[src/rtl/sldb_pkg.sv]
package sldb_pkg;

  // ************************************
  // fault codes, 16 bits, as held internally
  // ************************************
  localparam int CODE_W = 16;
  localparam logic [15:0] CODE_NONE = 16'h0000;
  localparam logic [15:0] CODE_RAM_SIZING = 16'h080b;
  localparam logic [15:0] CODE_RUN_OUT = 16'h080c;
  localparam logic [15:0] CODE_CMD_STACK = 16'h082e;
  localparam logic [15:0] CODE_NOT_MASTER = 16'h072a;
  localparam logic [15:0] CODE_MASTER_CFG = 16'h072b;
  localparam logic [15:0] CODE_LOOPBACK = 16'h072f;
  localparam logic [15:0] CODE_UART_HW = 16'h061e;
  localparam logic [15:0] CODE_UART_INT = 16'h061f;
  localparam logic [15:0] CODE_CMD_OVF = 16'h0607;
  localparam logic [15:0] CODE_CMD_ZERO = 16'h0608;
  localparam logic [15:0] CODE_CMD_ABORT = 16'h0609;
  localparam logic [15:0] CODE_PEER_BASE = 16'h0614;
  localparam logic [15:0] CODE_FRAME_BASE = 16'h0620;
  localparam logic [15:0] CODE_RAM_ADDR = 16'h0503;
  localparam logic [15:0] CODE_POST_MPU = 16'h052d;
  localparam logic [15:0] CODE_BOOT_ROM = 16'h8001;
  localparam logic [15:0] CODE_FLASH = 16'h8002;
  localparam logic [15:0] CODE_EXECUTIVE_FIRMWARE_RET = 16'h8003;

  // ************************************
  // blink counts per fault group
  // ************************************
  localparam logic [3:0] BLINKS_2 = 4'h2;
  localparam logic [3:0] BLINKS_4 = 4'h4;
  localparam logic [3:0] BLINKS_5 = 4'h5;
  localparam logic [3:0] BLINKS_8 = 4'h8;

  // ************************************
  // fault input vector bit positions
  // ************************************
  localparam int F_RAM_SIZING = 0;
  localparam int F_RUN_OUT = 1;
  localparam int F_CMD_STACK = 2;
  localparam int F_MASTER_CFG = 3;
  localparam int F_LOOPBACK = 4;
  localparam int F_NOT_MASTER = 5;
  localparam int F_UART_HW = 6;
  localparam int F_UART_INT = 7;
  localparam int F_CMD_OVF = 8;
  localparam int F_CMD_ZERO = 9;
  localparam int F_CMD_ABORT = 10;
  localparam int F_PEER0 = 11;
  localparam int F_FRAME0 = 16;
  localparam int F_RAM_ADDR = 22;
  localparam int F_POST_MPU = 23;
  localparam int F_BOOT_ROM = 24;
  localparam int F_FLASH = 25;
  localparam int F_EXECUTIVE_FIRMWARE_RET = 26;
  localparam int NUM_FAULTS = 27;

  // ************************************
  // blink timing
  // ************************************
  localparam int CLK_HZ = 100_000_000;
  localparam int BLINK_ON_MS = 250;
  localparam int BLINK_OFF_MS = 250;
  localparam int PAUSE_MS = 1500;
  localparam int BLINK_ON_CYC = BLINK_ON_MS * (CLK_HZ / 1000);
  localparam int BLINK_OFF_CYC = BLINK_OFF_MS * (CLK_HZ / 1000);
  localparam int PAUSE_CYC = PAUSE_MS * (CLK_HZ / 1000);

  typedef struct packed {
    logic [15:0] code;
    logic [3:0] blinks;
  } sldb_fault_t;

  typedef struct packed {
    logic diag_pass;
    logic running;
    logic port1_act;
    logic port2_act;
    logic peer_act;
    logic mem_protect;
    logic batt_low;
    logic peer_err;
  } sldb_status_t;

endpackage

[src/rtl/sldb_led_driver.sv]
// Operation
// - ready lamp only after diagnostics pass
// - run lamp steady while solving logic
// - port 1 lamp shows port 1 traffic
// - port 2 lamp shows port 2 traffic
// - peer lamp shows peer network traffic
// - protect lamp follows memory protect switch
// - battery lamp when battery needs replacing
// - error lamp on peer network error
// - stack, config, loopback faults blink twice
// - no bus ownership blinks twice, own code
// - serial controller faults blink four times
// - command buffer faults blink four times
// - peer coprocessor faults blink four times
// - bad framing states blink four times
// - RAM address, self-test faults blink five
// - boot, flash, executive faults blink eight
// - code only on download port, lamp count
`timescale 1ns/100ps
module sldb_led_driver #(
  parameter int ON_CYC = sldb_pkg::BLINK_ON_CYC,
  parameter int OFF_CYC = sldb_pkg::BLINK_OFF_CYC,
  parameter int PAUSE_CYC = sldb_pkg::PAUSE_CYC
) (
  input wire logic I_CLK,
  input wire logic I_RESET_N,
  input wire logic i_diag_pass,
  input wire logic i_running,
  input wire logic i_port1_act,
  input wire logic i_port2_act,
  input wire logic i_peer_act,
  input wire logic i_mem_protect,
  input wire logic i_batt_low,
  input wire logic i_peer_err,
  input wire logic [sldb_pkg::NUM_FAULTS-1:0] i_fault,
  output logic O_READY,
  output logic O_RUN,
  output logic O_PORT1,
  output logic O_PORT2,
  output logic O_PEER,
  output logic O_MEM_PRT,
  output logic O_BATT_LOW,
  output logic O_ERROR,
  output logic O_FAULT_VALID,
  output logic [sldb_pkg::CODE_W-1:0] O_FAULT_CODE
);
  localparam int CNT_W = 32;

  // refused at elaboration: a pause no longer than a gap cannot be told from it
  if (ON_CYC < 1 || OFF_CYC < 1 || PAUSE_CYC <= OFF_CYC) begin : g_bad_timing
    $error("bad blink timing");
  end

  // ************************************
  // pin synchronisation
  // ************************************
  sldb_pkg::sldb_status_t st_raw, st;
  assign st_raw = '{i_diag_pass, i_running, i_port1_act, i_port2_act, i_peer_act,
                    i_mem_protect, i_batt_low, i_peer_err};

  sldb_sync #(.W($bits(sldb_pkg::sldb_status_t))) u_sync (
    .I_CLK(I_CLK),
    .I_RESET_N(I_RESET_N),
    .i_d(st_raw),
    .o_q(st)
  );

  // ************************************
  // fault encoding
  // ************************************
  // lowest bit wins when several faults rise together
  function automatic sldb_pkg::sldb_fault_t encode(input logic [sldb_pkg::NUM_FAULTS-1:0] f);
    sldb_pkg::sldb_fault_t r;
    r = '{sldb_pkg::CODE_NONE, 4'h0};
    for (int k = sldb_pkg::NUM_FAULTS - 1; k >= 0; k--) begin
      if (f[k]) begin
        if (k <= sldb_pkg::F_LOOPBACK) begin
          r.blinks = sldb_pkg::BLINKS_2;
          case (k)
            sldb_pkg::F_RAM_SIZING: r.code = sldb_pkg::CODE_RAM_SIZING;
            sldb_pkg::F_RUN_OUT: r.code = sldb_pkg::CODE_RUN_OUT;
            sldb_pkg::F_CMD_STACK: r.code = sldb_pkg::CODE_CMD_STACK;
            sldb_pkg::F_MASTER_CFG: r.code = sldb_pkg::CODE_MASTER_CFG;
            default: r.code = sldb_pkg::CODE_LOOPBACK;
          endcase
        end else if (k == sldb_pkg::F_NOT_MASTER) begin
          r.blinks = sldb_pkg::BLINKS_2;
          r.code = sldb_pkg::CODE_NOT_MASTER;
        end else if (k < sldb_pkg::F_PEER0) begin
          r.blinks = sldb_pkg::BLINKS_4;
          case (k)
            sldb_pkg::F_UART_HW: r.code = sldb_pkg::CODE_UART_HW;
            sldb_pkg::F_UART_INT: r.code = sldb_pkg::CODE_UART_INT;
            sldb_pkg::F_CMD_OVF: r.code = sldb_pkg::CODE_CMD_OVF;
            sldb_pkg::F_CMD_ZERO: r.code = sldb_pkg::CODE_CMD_ZERO;
            default: r.code = sldb_pkg::CODE_CMD_ABORT;
          endcase
        end else if (k < sldb_pkg::F_FRAME0) begin
          r.blinks = sldb_pkg::BLINKS_4;
          r.code = sldb_pkg::CODE_PEER_BASE + 16'(k - sldb_pkg::F_PEER0);
        end else if (k < sldb_pkg::F_RAM_ADDR) begin
          r.blinks = sldb_pkg::BLINKS_4;
          r.code = sldb_pkg::CODE_FRAME_BASE + 16'(k - sldb_pkg::F_FRAME0);
        end else if (k < sldb_pkg::F_BOOT_ROM) begin
          r.blinks = sldb_pkg::BLINKS_5;
          r.code = (k == sldb_pkg::F_RAM_ADDR) ? sldb_pkg::CODE_RAM_ADDR
                                                : sldb_pkg::CODE_POST_MPU;
        end else begin
          r.blinks = sldb_pkg::BLINKS_8;
          case (k)
            sldb_pkg::F_BOOT_ROM: r.code = sldb_pkg::CODE_BOOT_ROM;
            sldb_pkg::F_FLASH: r.code = sldb_pkg::CODE_FLASH;
            default: r.code = sldb_pkg::CODE_EXECUTIVE_FIRMWARE_RET;
          endcase
        end
      end
    end
    return r;
  endfunction

  // ************************************
  // fault latch and blink sequencer
  // ************************************
  typedef enum logic [1:0] {SLDB_IDLE, SLDB_ON, SLDB_OFF, SLDB_PAUSE} sldb_state_t;

  sldb_state_t state_r, state_nxt;
  logic latched_r, latched_nxt;
  sldb_pkg::sldb_fault_t fault_r, fault_nxt;
  logic [CNT_W-1:0] cnt_r, cnt_nxt;
  logic [3:0] nblink_r, nblink_nxt;

  always_comb begin
    state_nxt = state_r;
    latched_nxt = latched_r;
    fault_nxt = fault_r;
    cnt_nxt = cnt_r;
    nblink_nxt = nblink_r;
    if (!latched_r && |i_fault) begin
      latched_nxt = 1'b1;
      fault_nxt = encode(i_fault);
      state_nxt = SLDB_ON;
      cnt_nxt = CNT_W'(ON_CYC - 1);
      nblink_nxt = 4'h1;
    end else begin
      case (state_r)
        SLDB_IDLE: begin
          state_nxt = SLDB_IDLE;
        end
        SLDB_ON: begin
          if (cnt_r == '0) begin
            if (nblink_r == fault_r.blinks) begin
              state_nxt = SLDB_PAUSE;
              cnt_nxt = CNT_W'(PAUSE_CYC - 1);
            end else begin
              state_nxt = SLDB_OFF;
              cnt_nxt = CNT_W'(OFF_CYC - 1);
            end
          end else begin
            cnt_nxt = cnt_r - 1'b1;
          end
        end
        SLDB_OFF, SLDB_PAUSE: begin
          if (cnt_r == '0) begin
            state_nxt = SLDB_ON;
            cnt_nxt = CNT_W'(ON_CYC - 1);
            nblink_nxt = (state_r == SLDB_PAUSE) ? 4'h1 : nblink_r + 4'h1;
          end else begin
            cnt_nxt = cnt_r - 1'b1;
          end
        end
        default: state_nxt = SLDB_IDLE;
      endcase
    end
  end

  always_ff @(posedge I_CLK or negedge I_RESET_N) begin
    if (!I_RESET_N) begin
      state_r <= SLDB_IDLE;
      latched_r <= 1'b0;
      fault_r <= '{sldb_pkg::CODE_NONE, 4'h0};
      cnt_r <= '0;
      nblink_r <= 4'h0;
    end else begin
      state_r <= state_nxt;
      latched_r <= latched_nxt;
      fault_r <= fault_nxt;
      cnt_r <= cnt_nxt;
      nblink_r <= nblink_nxt;
    end
  end

  // ************************************
  // lamp outputs
  // ************************************
  sldb_pkg::sldb_status_t lamp_r, lamp_nxt;
  logic run_r, run_nxt;
  logic fv_r, fv_nxt;
  logic [sldb_pkg::CODE_W-1:0] code_r, code_nxt;

  always_comb begin
    lamp_nxt.diag_pass = st.diag_pass;
    lamp_nxt.running = 1'b0;
    lamp_nxt.port1_act = st.port1_act;
    lamp_nxt.port2_act = st.port2_act;
    lamp_nxt.peer_act = st.peer_act;
    lamp_nxt.mem_protect = st.mem_protect;
    lamp_nxt.batt_low = st.batt_low;
    lamp_nxt.peer_err = st.peer_err;
    run_nxt = latched_nxt ? (state_nxt == SLDB_ON) : st.running;
    // code only on the download port
    fv_nxt = latched_nxt;
    code_nxt = fault_nxt.code;
  end

  always_ff @(posedge I_CLK or negedge I_RESET_N) begin
    if (!I_RESET_N) begin
      lamp_r <= '0;
      run_r <= 1'b0;
      fv_r <= 1'b0;
      code_r <= '0;
    end else begin
      lamp_r <= lamp_nxt;
      run_r <= run_nxt;
      fv_r <= fv_nxt;
      code_r <= code_nxt;
    end
  end

  assign O_READY = lamp_r.diag_pass;
  assign O_RUN = run_r;
  assign O_PORT1 = lamp_r.port1_act;
  assign O_PORT2 = lamp_r.port2_act;
  assign O_PEER = lamp_r.peer_act;
  assign O_MEM_PRT = lamp_r.mem_protect;
  assign O_BATT_LOW = lamp_r.batt_low;
  assign O_ERROR = lamp_r.peer_err;
  assign O_FAULT_VALID = fv_r;
  assign O_FAULT_CODE = code_r;
endmodule // sldb_led_driver

[src/rtl/sldb_sync.sv]
`timescale 1ns/100ps
module sldb_sync #(
  parameter int W = 8
) (
  input wire logic I_CLK,
  input wire logic I_RESET_N,
  input wire logic [W-1:0] i_d,
  output logic [W-1:0] o_q
);
  logic [W-1:0] s1_r, s2_r, s3_r, q_r;
  logic [W-1:0] q_nxt;

  // refused at elaboration: a zero-width bus has nothing to synchronise
  if (W < 1) begin : g_bad_width
    $error("sldb_sync width must be positive");
  end

  // ************************************
  // change taken once stages two and three agree
  // ************************************
  always_comb begin
    for (int k = 0; k < W; k++) begin
      q_nxt[k] = (s2_r[k] == s3_r[k]) ? s3_r[k] : q_r[k];
    end
  end

  always_ff @(posedge I_CLK or negedge I_RESET_N) begin
    if (!I_RESET_N) begin
      s1_r <= '0;
      s2_r <= '0;
      s3_r <= '0;
      q_r <= '0;
    end else begin
      s1_r <= i_d;
      s2_r <= s1_r;
      s3_r <= s2_r;
      q_r <= q_nxt;
    end
  end

  assign o_q = q_r;
endmodule // sldb_sync

[config.mk]
export PLATFORM = sky130hd
export DESIGN_NAME = sldb_led_driver
export DESIGN_NICKNAME = d
export VERILOG_FILES = /design/src/rtl/sldb_pkg.sv /design/src/rtl/sldb_led_driver.sv /design/src/rtl/sldb_sync.sv
export SDC_FILE = /design/constraint.sdc
export NUM_CORES = 1
export LEC_CHECK = 0
export BUFFER_PORTS_ARGS = -buffer_cell sky130_fd_sc_hd__buf_4
export CORE_MARGIN = 2
export CORE_UTILIZATION = 45
export DETAILED_ROUTE_END_ITERATION = 7
export GPL_ROUTABILITY_DRIVEN = 0
export SETUP_SLACK_MARGIN = 0.15
export SKIP_CTS_REPAIR_TIMING = 1
export SLEW_MARGIN = 40
export SYNTH_ARGS = -nofsm -noshare
export SYNTH_HDL_FRONTEND = slang
export SYNTH_SLANG_ARGS = --single-unit
export TNS_END_PERCENT = 20
[constraint.sdc]
create_clock -name I_CLK -period 2.7 [get_ports I_CLK]
set_clock_uncertainty 0.15 [all_clocks]
set_input_delay 0.135 -clock I_CLK [delete_from_list [all_inputs] [get_ports I_CLK]]
set_output_delay 0.135 -clock I_CLK [all_outputs]
set_load 0.02 [all_outputs]
==> results of run 1 <==
-- worst register-to-register path, cell delays in order (launching register included) --
cell     delay (ns)
dfrtp_1        0.40
inv_1          0.14
ha_1           0.22
or3b_2         0.51
nor3_1         0.26
nand2_1        0.18
nor3_1         0.24
a21oi_1        0.11
o22a_1         0.18
-- area by class of cell --
| class | instances | area share |
|---|---|---|
| inverter | 11 | 0.007517 |
| clock inverter | 6 | 0.01276 |
| multi-input combinational | 319 | 0.3740 |
| sequential | 93 | 0.4237 |
| tap | 133 | 0.03030 |
| clock buffer | 10 | 0.02323 |
| timing repair buffer | 87 | 0.1285 |
-- registers in the layout, indices dropped and copies added, names as in the netlist --
register,cells
O_BATT_LOW,1
O_ERROR,1
O_FAULT_CODE,11
O_FAULT_VALID,1
O_MEM_PRT,1
O_PEER,1
O_PORT1,1
O_PORT2,1
O_READY,1
O_RUN,1
cnt_r,32
fault_r,3
nblink_r,4
state_r,2
u_sync.o_q,8
u_sync.s1_r,8
u_sync.s2_r,8
u_sync.s3_r,8
-- per-layer routing --
metal  track usage  part of all wire
met1        0.2858              0.49
met3       0.02932             0.042
met5             0                 0
met4       0.08857             0.023
met2        0.2862              0.44
-- kinds of logic (layout without fill, tap and decap cells) --
kind of cell	count (synthesis)	in the layout	synth area share
DFF	93	93	0.5053
adders and majority gates	11	11	0.02554
AOI/OAI and AO/OA	119	119	0.1709
buffers and inverters	44	114	0.05461
other	1	5	0.0008142
and+or+nand+nor	176	176	0.2274
muxes	1	1	0.002173
xor gates and xnor gates	7	7	0.01331
-- cell usage in the layout, fill, tap and decap left out, types with 6 or more instances in the layout --
master	n
nor2_1	35
o21ai_0	32
clkbuf_8	9
a21oi_1	27
inv_1	11
dlygate4sd3_1	16
xnor2_1	7
dfrtp_1	93
maj3_1	8
nand3_1	15
nand4_1	7
buf_4	70
nor4_1	8
or4_1	6
o21a_1	8
nor3_1	18
nand2_1	38
-- report_power, final --
part / internal (mW) / leakage, nW / switching, mW
registers: 1.44 / 1.09 / 0.0198
logic: 0.0957 / 1.08 / 0.107
clock network: 0.436 / 0.101 / 0.492
total: 1.97 / 2.27 / 0.619
-- how the worst min path moves through the flow --
stage,start,endpoint
5_1_grt,i_fault[8],O_FAULT_CODE[3]
2_1_floorplan,I_RESET_N,O_BATT_LOW
6_report,i_fault[8],O_FAULT_CODE[3]
4_1_cts,I_RESET_N,O_PEER
3_5_place_dp,I_RESET_N,O_PEER
3_3_place_gp,I_RESET_N,u_sync.o_q[3]
-- through the flow --
stage	std cells	worst slack [ns]	utilization
6_report	659	0.2121	0.5568
5_1_grt	659	0.09470	0.5568
4_1_cts	643	0.2195	0.5396
3_5_place_dp	627	0.2453	0.5195
3_3_place_gp	627	0.2968	0.5193
2_1_floorplan	456	0.3891	-
==> flow_metrics.py, run 1 <==
metrics = {
    "logic_synthesis": {
        "synthFlopType": "dfrtp_1",
        "avgSynthCellArea_sq_um": 10.19,
        "synth_edf_count": 0,
        "synth_cell_types": 65,
        "synth_top_area_cell": "dfrtp_1",
        "synth_area_sq_mm": 0.004606,
        "synth_commonest_cells": "93 x dfrtp_1, 38 x nand2_1, 36 x nor2_1",
        "syn-instance-count": 452,
        "synth_seq_area_share": 0.5053,
        "yosysWarnings": 0,
        "synthTopCellsByArea": "dfrtp_1 51%, o21ai_0 3.5%, buf_4 3.1%, nand2_1 3.1%, a21oi_1 2.9%",
        "synth_top_area_share": 0.5053,
        "synth_most_common_cell": "dfrtp_1",
        "yosys_register_bits": 93,
        "async_flop_share": 1.000,
    },
    "clock_tree": {
        "path_clk_slew_ns": 0.09,
        "cts_root_buf": "clkbuf_8",
        "clkLatencyLatePin_ns": 0.37,
        "cts_tree": "built",
        "h-tree-depth": 3,
        "clk_path_buf_depth": 2,
        "cts.sinks": 93,
        "cts-buffers-inserted": 9,
    },
    "detailed_routing": {
        "drcViolationCount": 0,
        "drtIter0Drc": 207,
        "routedWlPerCell_microns": 15.29,
        "routed_wl_microns": 10080,
        "num_vias": 3624,
        "drt_first_pass_iters": 4,
        "routed_via_density": 5.499,
        "ant_nets": 0,
    },
    "critical_path": {
        "cpMaxStageDelayCell": "or3b_2",
        "cp_cell_sequence": "inv_1 -> ha_1 -> or3b_2 -> nor3_1 -> nand2_1 -> nor3_1 -> a21oi_1 -> o22a_1",
        "crit_path_end_kind": "flip-flop",
        "cp_top_family": "simple AND/OR/NAND/NOR gates",
        "crit_end": "cnt_r[24]",
        "crit_start": "cnt_r[0]",
        "path_depth": 8,
        "r2r-end": "cnt_r[24]",
        "worstSetupStartpointType": "flip-flop",
        "path_max_fanout": 5,
        "rr_worst_depth": 8,
        "ff2ff_setup_slack_ns": 0.21,
        "crit_type": "flip-flop to flip-flop",
        "path_buf_inv": 1,
        "cp.arrival_ns": 2.60,
        "required_ns": 2.81,
        "max_stage_delay_ns": 0.51,
        "rr_startpoint": "cnt_r[0]",
        "cp_common_cell": "nor3_1",
    },
    "floorplanning": {
        "io_pins": 62,
        "dieWidth_microns": 105.2,
        "start_util": 0.4669,
        "rows": 36,
        "dieHeight_microns": 105.2,
        "core-area_sq_mm": 0.009864,
        "dieArea_sq_mm": 0.01106,
    },
    "timing": {
        "slew_headroom": 0.4967,
        "hold_viol": 5,
        "rsz0062_at_grt": "yes",
        "layout_min_cycle_time_ns": 2.488,
        "min_period_over_period": 0.9214,
        "tightest_slew_ns": 0.7522,
        "drv_slew": 0,
        "fmax_mhz": 401.9,
        "setup_viol": 0,
        "whs_ns": -0.02201,
        "setup_tns_ns": 0,
    },
    "finish": {
        "syn_to_final_growth_pct": 19.26,
        "antennaDiodeCount": 0,
        "drive_gt1_frac": 0.2167,
        "multiInputGateArea_sq_mm": 0.002054,
        "final_net_count": 561,
        "final_cell_area_sq_mm": 0.005493,
        "final-seq-area_sq_mm": 0.002327,
        "fillerInstances": 863,
    },
    "placement": {
        "dp_hpwl_microns": 7120,
        "portBuffers": 56,
        "placedInstanceArea_sq_mm": 0.005125,
    },
    "pwr": {
        "power_mw": 2.589,
        "ir_drop_mv": 0.2198,
        "p_leak_nw": 2.270,
        "pwr_density_cell_mw_per_mm2": 471.3,
    },
    "global_routing": {
        "track_usage": 0.1955,
        "grt_pass1_vias": 3455,
        "grt_max_degree": 54,
        "antenna_found_initial": 0,
        "grt_remaining_overflow": 0,
        "grt_pass1_wl_microns": 17180,
    },
    "min_path": {
        "hold_depth": 3,
        "hp-class": "input pin to flip-flop",
    },
    "run_status": {
        "violations": "hold timing",
        "outcome": "finished, violations left",
    },
    "flow_run": {
        "maxCapViolCount": 0,
    },
}
Note: power is estimated with default switching activity, not from simulation.
==> inputs of run 2 (changes only) <==
--- a/config.mk
+++ b/config.mk
@@ -10,6 +10,7 @@
 export CORE_UTILIZATION = 45
 export DETAILED_ROUTE_END_ITERATION = 7
 export GPL_ROUTABILITY_DRIVEN = 0
+export RECOVER_POWER = 25
 export SETUP_SLACK_MARGIN = 0.15
 export SKIP_CTS_REPAIR_TIMING = 1
 export SLEW_MARGIN = 40
==> run 2 against run 1 <==
Compared with the run above: the flow still finishes with violations (hold timing); die area unchanged; fmax about the same; largest cell class unchanged; non-clock buffer count unchanged; largest power group unchanged; flip-flop and latch count unchanged; utilization about the same.
==> flow_metrics.py, run 2 (synthesis results as in run 1) <==
metrics = {
    "run_status": {
        "outcome": "finished, violations left",
        "violations": "hold timing",
    },
    "floorplanning": {
        "core-area_sq_mm": 0.009864,
        "io_pins": 62,
        "dieWidth_microns": 105.2,
        "dieHeight_microns": 105.2,
        "dieArea_sq_mm": 0.01106,
        "start_util": 0.4669,
        "rows": 36,
    },
    "global_routing": {
        "grt_pass1_vias": 3455,
        "grt_max_degree": 54,
        "track_usage": 0.1955,
        "grt_remaining_overflow": 0,
        "grt_pass1_wl_microns": 17180,
        "antenna_found_initial": 0,
    },
    "clock_tree": {
        "h-tree-depth": 3,
        "cts_root_buf": "clkbuf_8",
        "path_clk_slew_ns": 0.09,
        "cts_tree": "built",
        "clkLatencyLatePin_ns": 0.37,
        "cts-buffers-inserted": 9,
        "clk_path_buf_depth": 2,
        "cts.sinks": 93,
    },
    "pwr": {
        "internal-power_mw": 1.969,
        "switching_share": 0.2400,
        "power_switching_mw": 0.6220,
        "pwr-share-comb": 0.078,
        "pwr-share-clk": 0.360,
        "ir_drop_mv": 0.2202,
        "p_leak_nw": 2.268,
        "pwr_density_cell_mw_per_mm2": 472.0,
        "p_seq_frac": 0.563,
    },
    "finish": {
        "antennaDiodeCount": 0,
        "fillerInstances": 864,
        "fin_cells": 659,
        "final_common_cell": "dfrtp_1",
        "most-common-layout-cells": "93 x dfrtp_1, 61 x buf_4, 38 x nand2_1, 35 x nor2_1, 32 x o21ai_0",
        "drive_gt1_frac": 0.2167,
        "syn_to_final_growth_pct": 19.21,
        "final_net_count": 561,
        "largest_reg_flops": 32,
        "final_util": 0.5566,
        "regMostFlops": "cnt_r",
    },
    "detailed_routing": {
        "routedWlPerCell_microns": 15.34,
        "num_vias": 3621,
        "drcViolationCount": 0,
        "ant_nets": 0,
        "drtIter0Drc": 208,
        "routed_wl_microns": 10110,
        "drt_first_pass_iters": 5,
        "routed_via_density": 5.495,
    },
    "placement": {
        "dp_hpwl_microns": 7120,
        "portBuffers": 56,
        "pre_cts_ws_ns": 0.2453,
        "dp_cells": 627,
    },
    "timing": {
        "whs_ns": -0.02438,
        "rsz0062_at_grt": "yes",
        "layout_min_cycle_time_ns": 2.486,
        "setup_slack_ns": 0.2142,
        "min_period_over_period": 0.9207,
        "drv_slew": 0,
        "hold_viol": 5,
        "tightest_slew_ns": 1.292,
        "fmax_mhz": 402.3,
        "setup_viol": 0,
        "slew_headroom": 0.1384,
        "setup_tns_ns": 0,
    },
    "critical_path": {
        "worstSetupStartpointType": "flip-flop",
        "path_max_fanout": 5,
        "required_ns": 2.81,
        "crit_path_end_kind": "flip-flop",
        "cp.arrival_ns": 2.60,
        "crit_type": "flip-flop to flip-flop",
    },
    "flow_run": {
        "maxCapViolCount": 0,
    },
    "min_path": {
        "hp-class": "input pin to flip-flop",
    },
}
## run 2: final cells by class
type / instances / area, sq um / area share
Timing Repair Buffer: 87 / 703.2 / 0.1281
Tap cell: 133 / 166.4 / 0.03031
Inverter: 11 / 41.29 / 0.007521
Multi-Input combinational cell: 319 / 2054 / 0.3742
Clock buffer: 10 / 127.6 / 0.02325
Clock inverter: 6 / 70.07 / 0.01276
Sequential cell: 93 / 2327 / 0.4239
## run 2: final timing paths
check,from,to,slack (ns),depth (start not counted)
hold reg to reg,u_sync.s1_r[0],u_sync.s2_r[0],0.20,0
min in group asynchronous,I_RESET_N,u_sync.s3_r[3],0.44,2
setup / recovery,cnt_r[0],cnt_r[24],0.21,8
setup reg to reg,cnt_r[0],cnt_r[24],0.21,8
hold / removal,i_fault[8],O_FAULT_CODE[3],-0.02,3
max in group asynchronous,I_RESET_N,cnt_r[29],1.12,3
## run 2: worst max-delay path, stage by stage (launching register included)
cell and delay [ns]:
dfrtp_1 0.40, inv_1 0.14, ha_1 0.22, or3b_2 0.51, nor3_1 0.26, nand2_1 0.17
nor3_1 0.24, a21oi_1 0.11, o22a_1 0.18
## run 2: routing by layer
metal	GRT usage	share of wire
met1	0.2858	0.49
met2	0.2862	0.45
met3	0.02932	0.038
met4	0.08857	0.022
met5	0	0
## run 2: power groups by stage
stage / registers (mW) / logic (mW) / clock network, mW
after floorplan: 1.50 / 0.0672 / 0
after global placement: 1.49 / 0.186 / 0
after detailed placement: 1.49 / 0.188 / 0
after CTS: 1.46 / 0.188 / 0.963
after global routing: 1.46 / 0.223 / 1.03
final: 1.46 / 0.201 / 0.932
## run 2: metrics by stage
step                      hold WS, ns  cell area (sq um)  power, mW
after detailed placement      0.06755               5125      1.675
after CTS                     -0.3407               5323      2.610
after global routing         0.003111               5490      2.713
after floorplan               -0.3106               4621      1.563
final                        -0.02438               5490      2.591
after global placement        0.06002               5122      1.671
==> inputs of run 3 (changes only) <==
--- a/config.mk
+++ b/config.mk
@@ -6,7 +6,7 @@
 export NUM_CORES = 1
 export LEC_CHECK = 0
 export BUFFER_PORTS_ARGS = -buffer_cell sky130_fd_sc_hd__buf_4
-export CORE_MARGIN = 2
+export CORE_ASPECT_RATIO = 1.25
 export CORE_UTILIZATION = 45
 export DETAILED_ROUTE_END_ITERATION = 7
 export GPL_ROUTABILITY_DRIVEN = 0
==> run 3 against run 2 <==
Compared with the run above: the flow finishes with violations (hold timing, capacitance limit, slew limit); clock-buffer cell count stayed put; cell count is 0.76% lower; routed wire length up 5.0%; critical endpoint is now cnt_r[30]; highest routed layer unchanged.
==> flow_metrics.py, run 3 (synthesis results as in run 1) <==
metrics = {
    "run_status": {
        "outcome": "finished, violations left",
        "violations": "hold timing, capacitance limit, slew limit",
    },
    "critical_path": {
        "max_stage_delay_ns": 0.41,
        "ff2ff_setup_slack_ns": 0.25,
        "path_buf_inv": 1,
        "crit_path_end_kind": "flip-flop",
        "crit_start": "cnt_r[1]",
        "crit_type": "flip-flop to flip-flop",
        "rr_worst_depth": 8,
        "cpMaxStageDelayCell": "or3b_4",
        "required_ns": 2.77,
        "r2r-end": "cnt_r[30]",
        "cp.arrival_ns": 2.52,
        "rr_startpoint": "cnt_r[1]",
        "path_max_fanout": 5,
        "worstSetupStartpointType": "flip-flop",
        "cp_top_family": "simple AND/OR/NAND/NOR gates",
        "cp_cell_sequence": "inv_1 -> ha_2 -> or3b_4 -> nor4_4 -> nand4_4 -> a2111oi_4 -> xnor2_1 -> nor2_1",
    },
    "global_routing": {
        "grt_remaining_overflow": 0,
        "grt_max_degree": 72,
        "antenna_found_initial": 0,
        "track_usage": 0.2116,
        "grt_pass1_vias": 3578,
        "grt_pass1_wl_microns": 17620,
    },
    "min_path": {
        "hp-class": "input pin to flip-flop",
        "hold_depth": 3,
        "min-delay-start": "i_fault[2]",
        "min_to": "O_FAULT_CODE[0]",
    },
    "pwr": {
        "pwr_density_cell_mw_per_mm2": 527.4,
        "p_seq_frac": 0.495,
        "power_switching_mw": 0.6643,
        "switching_share": 0.2253,
        "pwr-share-comb": 0.068,
        "internal-power_mw": 2.284,
        "ir_drop_mv": 0.4212,
        "power_mw": 2.948,
        "p_leak_nw": 2.333,
        "pwr-share-clk": 0.437,
    },
    "finish": {
        "final_cell_area_sq_mm": 0.005590,
        "drive_gt1_frac": 0.2311,
        "syn_to_final_growth_pct": 21.38,
        "final_net_count": 563,
        "final_common_cell": "dfrtp_1",
        "regMostFlops": "cnt_r",
        "most-common-layout-cells": "93 x dfrtp_1, 68 x buf_4, 38 x nand2_1, 35 x nor2_1, 32 x o21ai_0",
        "largest_reg_flops": 32,
        "antennaDiodeCount": 0,
    },
    "floorplanning": {
        "dieArea_sq_mm": 0.01065,
        "dieHeight_microns": 115.1,
        "dieWidth_microns": 92.49,
        "core-area_sq_mm": 0.009759,
        "start_util": 0.4719,
        "rows": 40,
        "io_pins": 62,
    },
    "clock_tree": {
        "cts-buffers-inserted": 9,
        "cts_tree": "built",
        "h-tree-depth": 3,
        "clkLatencyLatePin_ns": 0.34,
        "clk_path_buf_depth": 2,
        "cts.sinks": 93,
        "path_clk_slew_ns": 0.07,
        "cts_root_buf": "clkbuf_16",
    },
    "timing": {
        "setup_tns_ns": 0,
        "slew_headroom": -0.1362,
        "drv_slew": 72,
        "whs_ns": -0.01418,
        "fmax_mhz": 408.5,
        "setup_viol": 0,
        "layout_min_cycle_time_ns": 2.448,
        "rsz0062_at_grt": "yes",
        "min_period_over_period": 0.9066,
        "hold_viol": 1,
        "tightest_slew_ns": 1.704,
    },
    "detailed_routing": {
        "num_vias": 3733,
        "drt_first_pass_iters": 6,
        "ant_nets": 0,
        "routed_via_density": 5.708,
        "routedWlPerCell_microns": 16.23,
        "drtIter0Drc": 197,
        "drcViolationCount": 0,
        "routed_wl_microns": 10610,
    },
    "placement": {
        "portBuffers": 56,
        "dp_hpwl_microns": 7613,
        "placedInstanceArea_sq_mm": 0.005145,
    },
    "flow_run": {
        "maxCapViolCount": 1,
    },
}
[run 3: cell count changes in the layout (fill, tap and decap cells not counted), moves of 2 or more]
cell           delta
nor3_2            -2
buf_4             +7
clkbuf_16         +9
clkinv_4          -2
clkbuf_8          -8
dlygate4sd3_1     -4
[run 3: per-layer routing]
layer	GRT usage	part of all wire
met2	0.3570	0.50
met4	0.08438	0.028
met1	0.2679	0.43
met5	0	0
met3	0.04101	0.044
[run 3: worst max path at each step]
stage                end  slack (ns)  cells after the start
4_1_cts        cnt_r[14]        0.24                      8
3_3_place_gp   cnt_r[30]        0.30                      8
3_5_place_dp   cnt_r[14]        0.25                      8
2_1_floorplan  cnt_r[30]        0.39                      8
6_report       cnt_r[30]        0.25                      8
5_1_grt        cnt_r[30]        0.12                      8
[run 3: power by group through the flow]
stage / Combinational, mW / Clock (mW) / Sequential (mW)
floorplan: 0.0672 / 0 / 1.50
global placement: 0.186 / 0 / 1.48
detailed placement: 0.190 / 0 / 1.49
CTS: 0.190 / 1.32 / 1.46
global route: 0.221 / 1.38 / 1.46
finish: 0.200 / 1.29 / 1.46
[run 3: tightest hold or removal path: stages]
cell     delay, ns
buf_4         0.13
or3_1         0.11
o21ai_0       0.06
[run 3: layout make-up]
| class | instances | area (sq um) |
|---|---|---|
| inverter | 11 | 41.29 |
| tap | 126 | 157.7 |
| sequential | 93 | 2327 |
| multi-input combinational | 319 | 2061 |
| clock buffer | 10 | 239.0 |
| clock inverter | 6 | 68.82 |
| timing repair buffer | 89 | 695.7 |
| fill | 853 | 4169 |
[run 3: through the flow]
step,setup slack [ns],cells,util,hold slack [ns]
detailed placement,0.2463,625,0.5272,0.04176
floorplan,0.3891,456,-,-0.3106
global route,0.1191,654,0.5728,0.007194
CTS,0.2354,641,0.5587,-0.3260
global placement,0.2986,625,0.5265,0.09486
finish,0.2522,654,0.5728,-0.01418
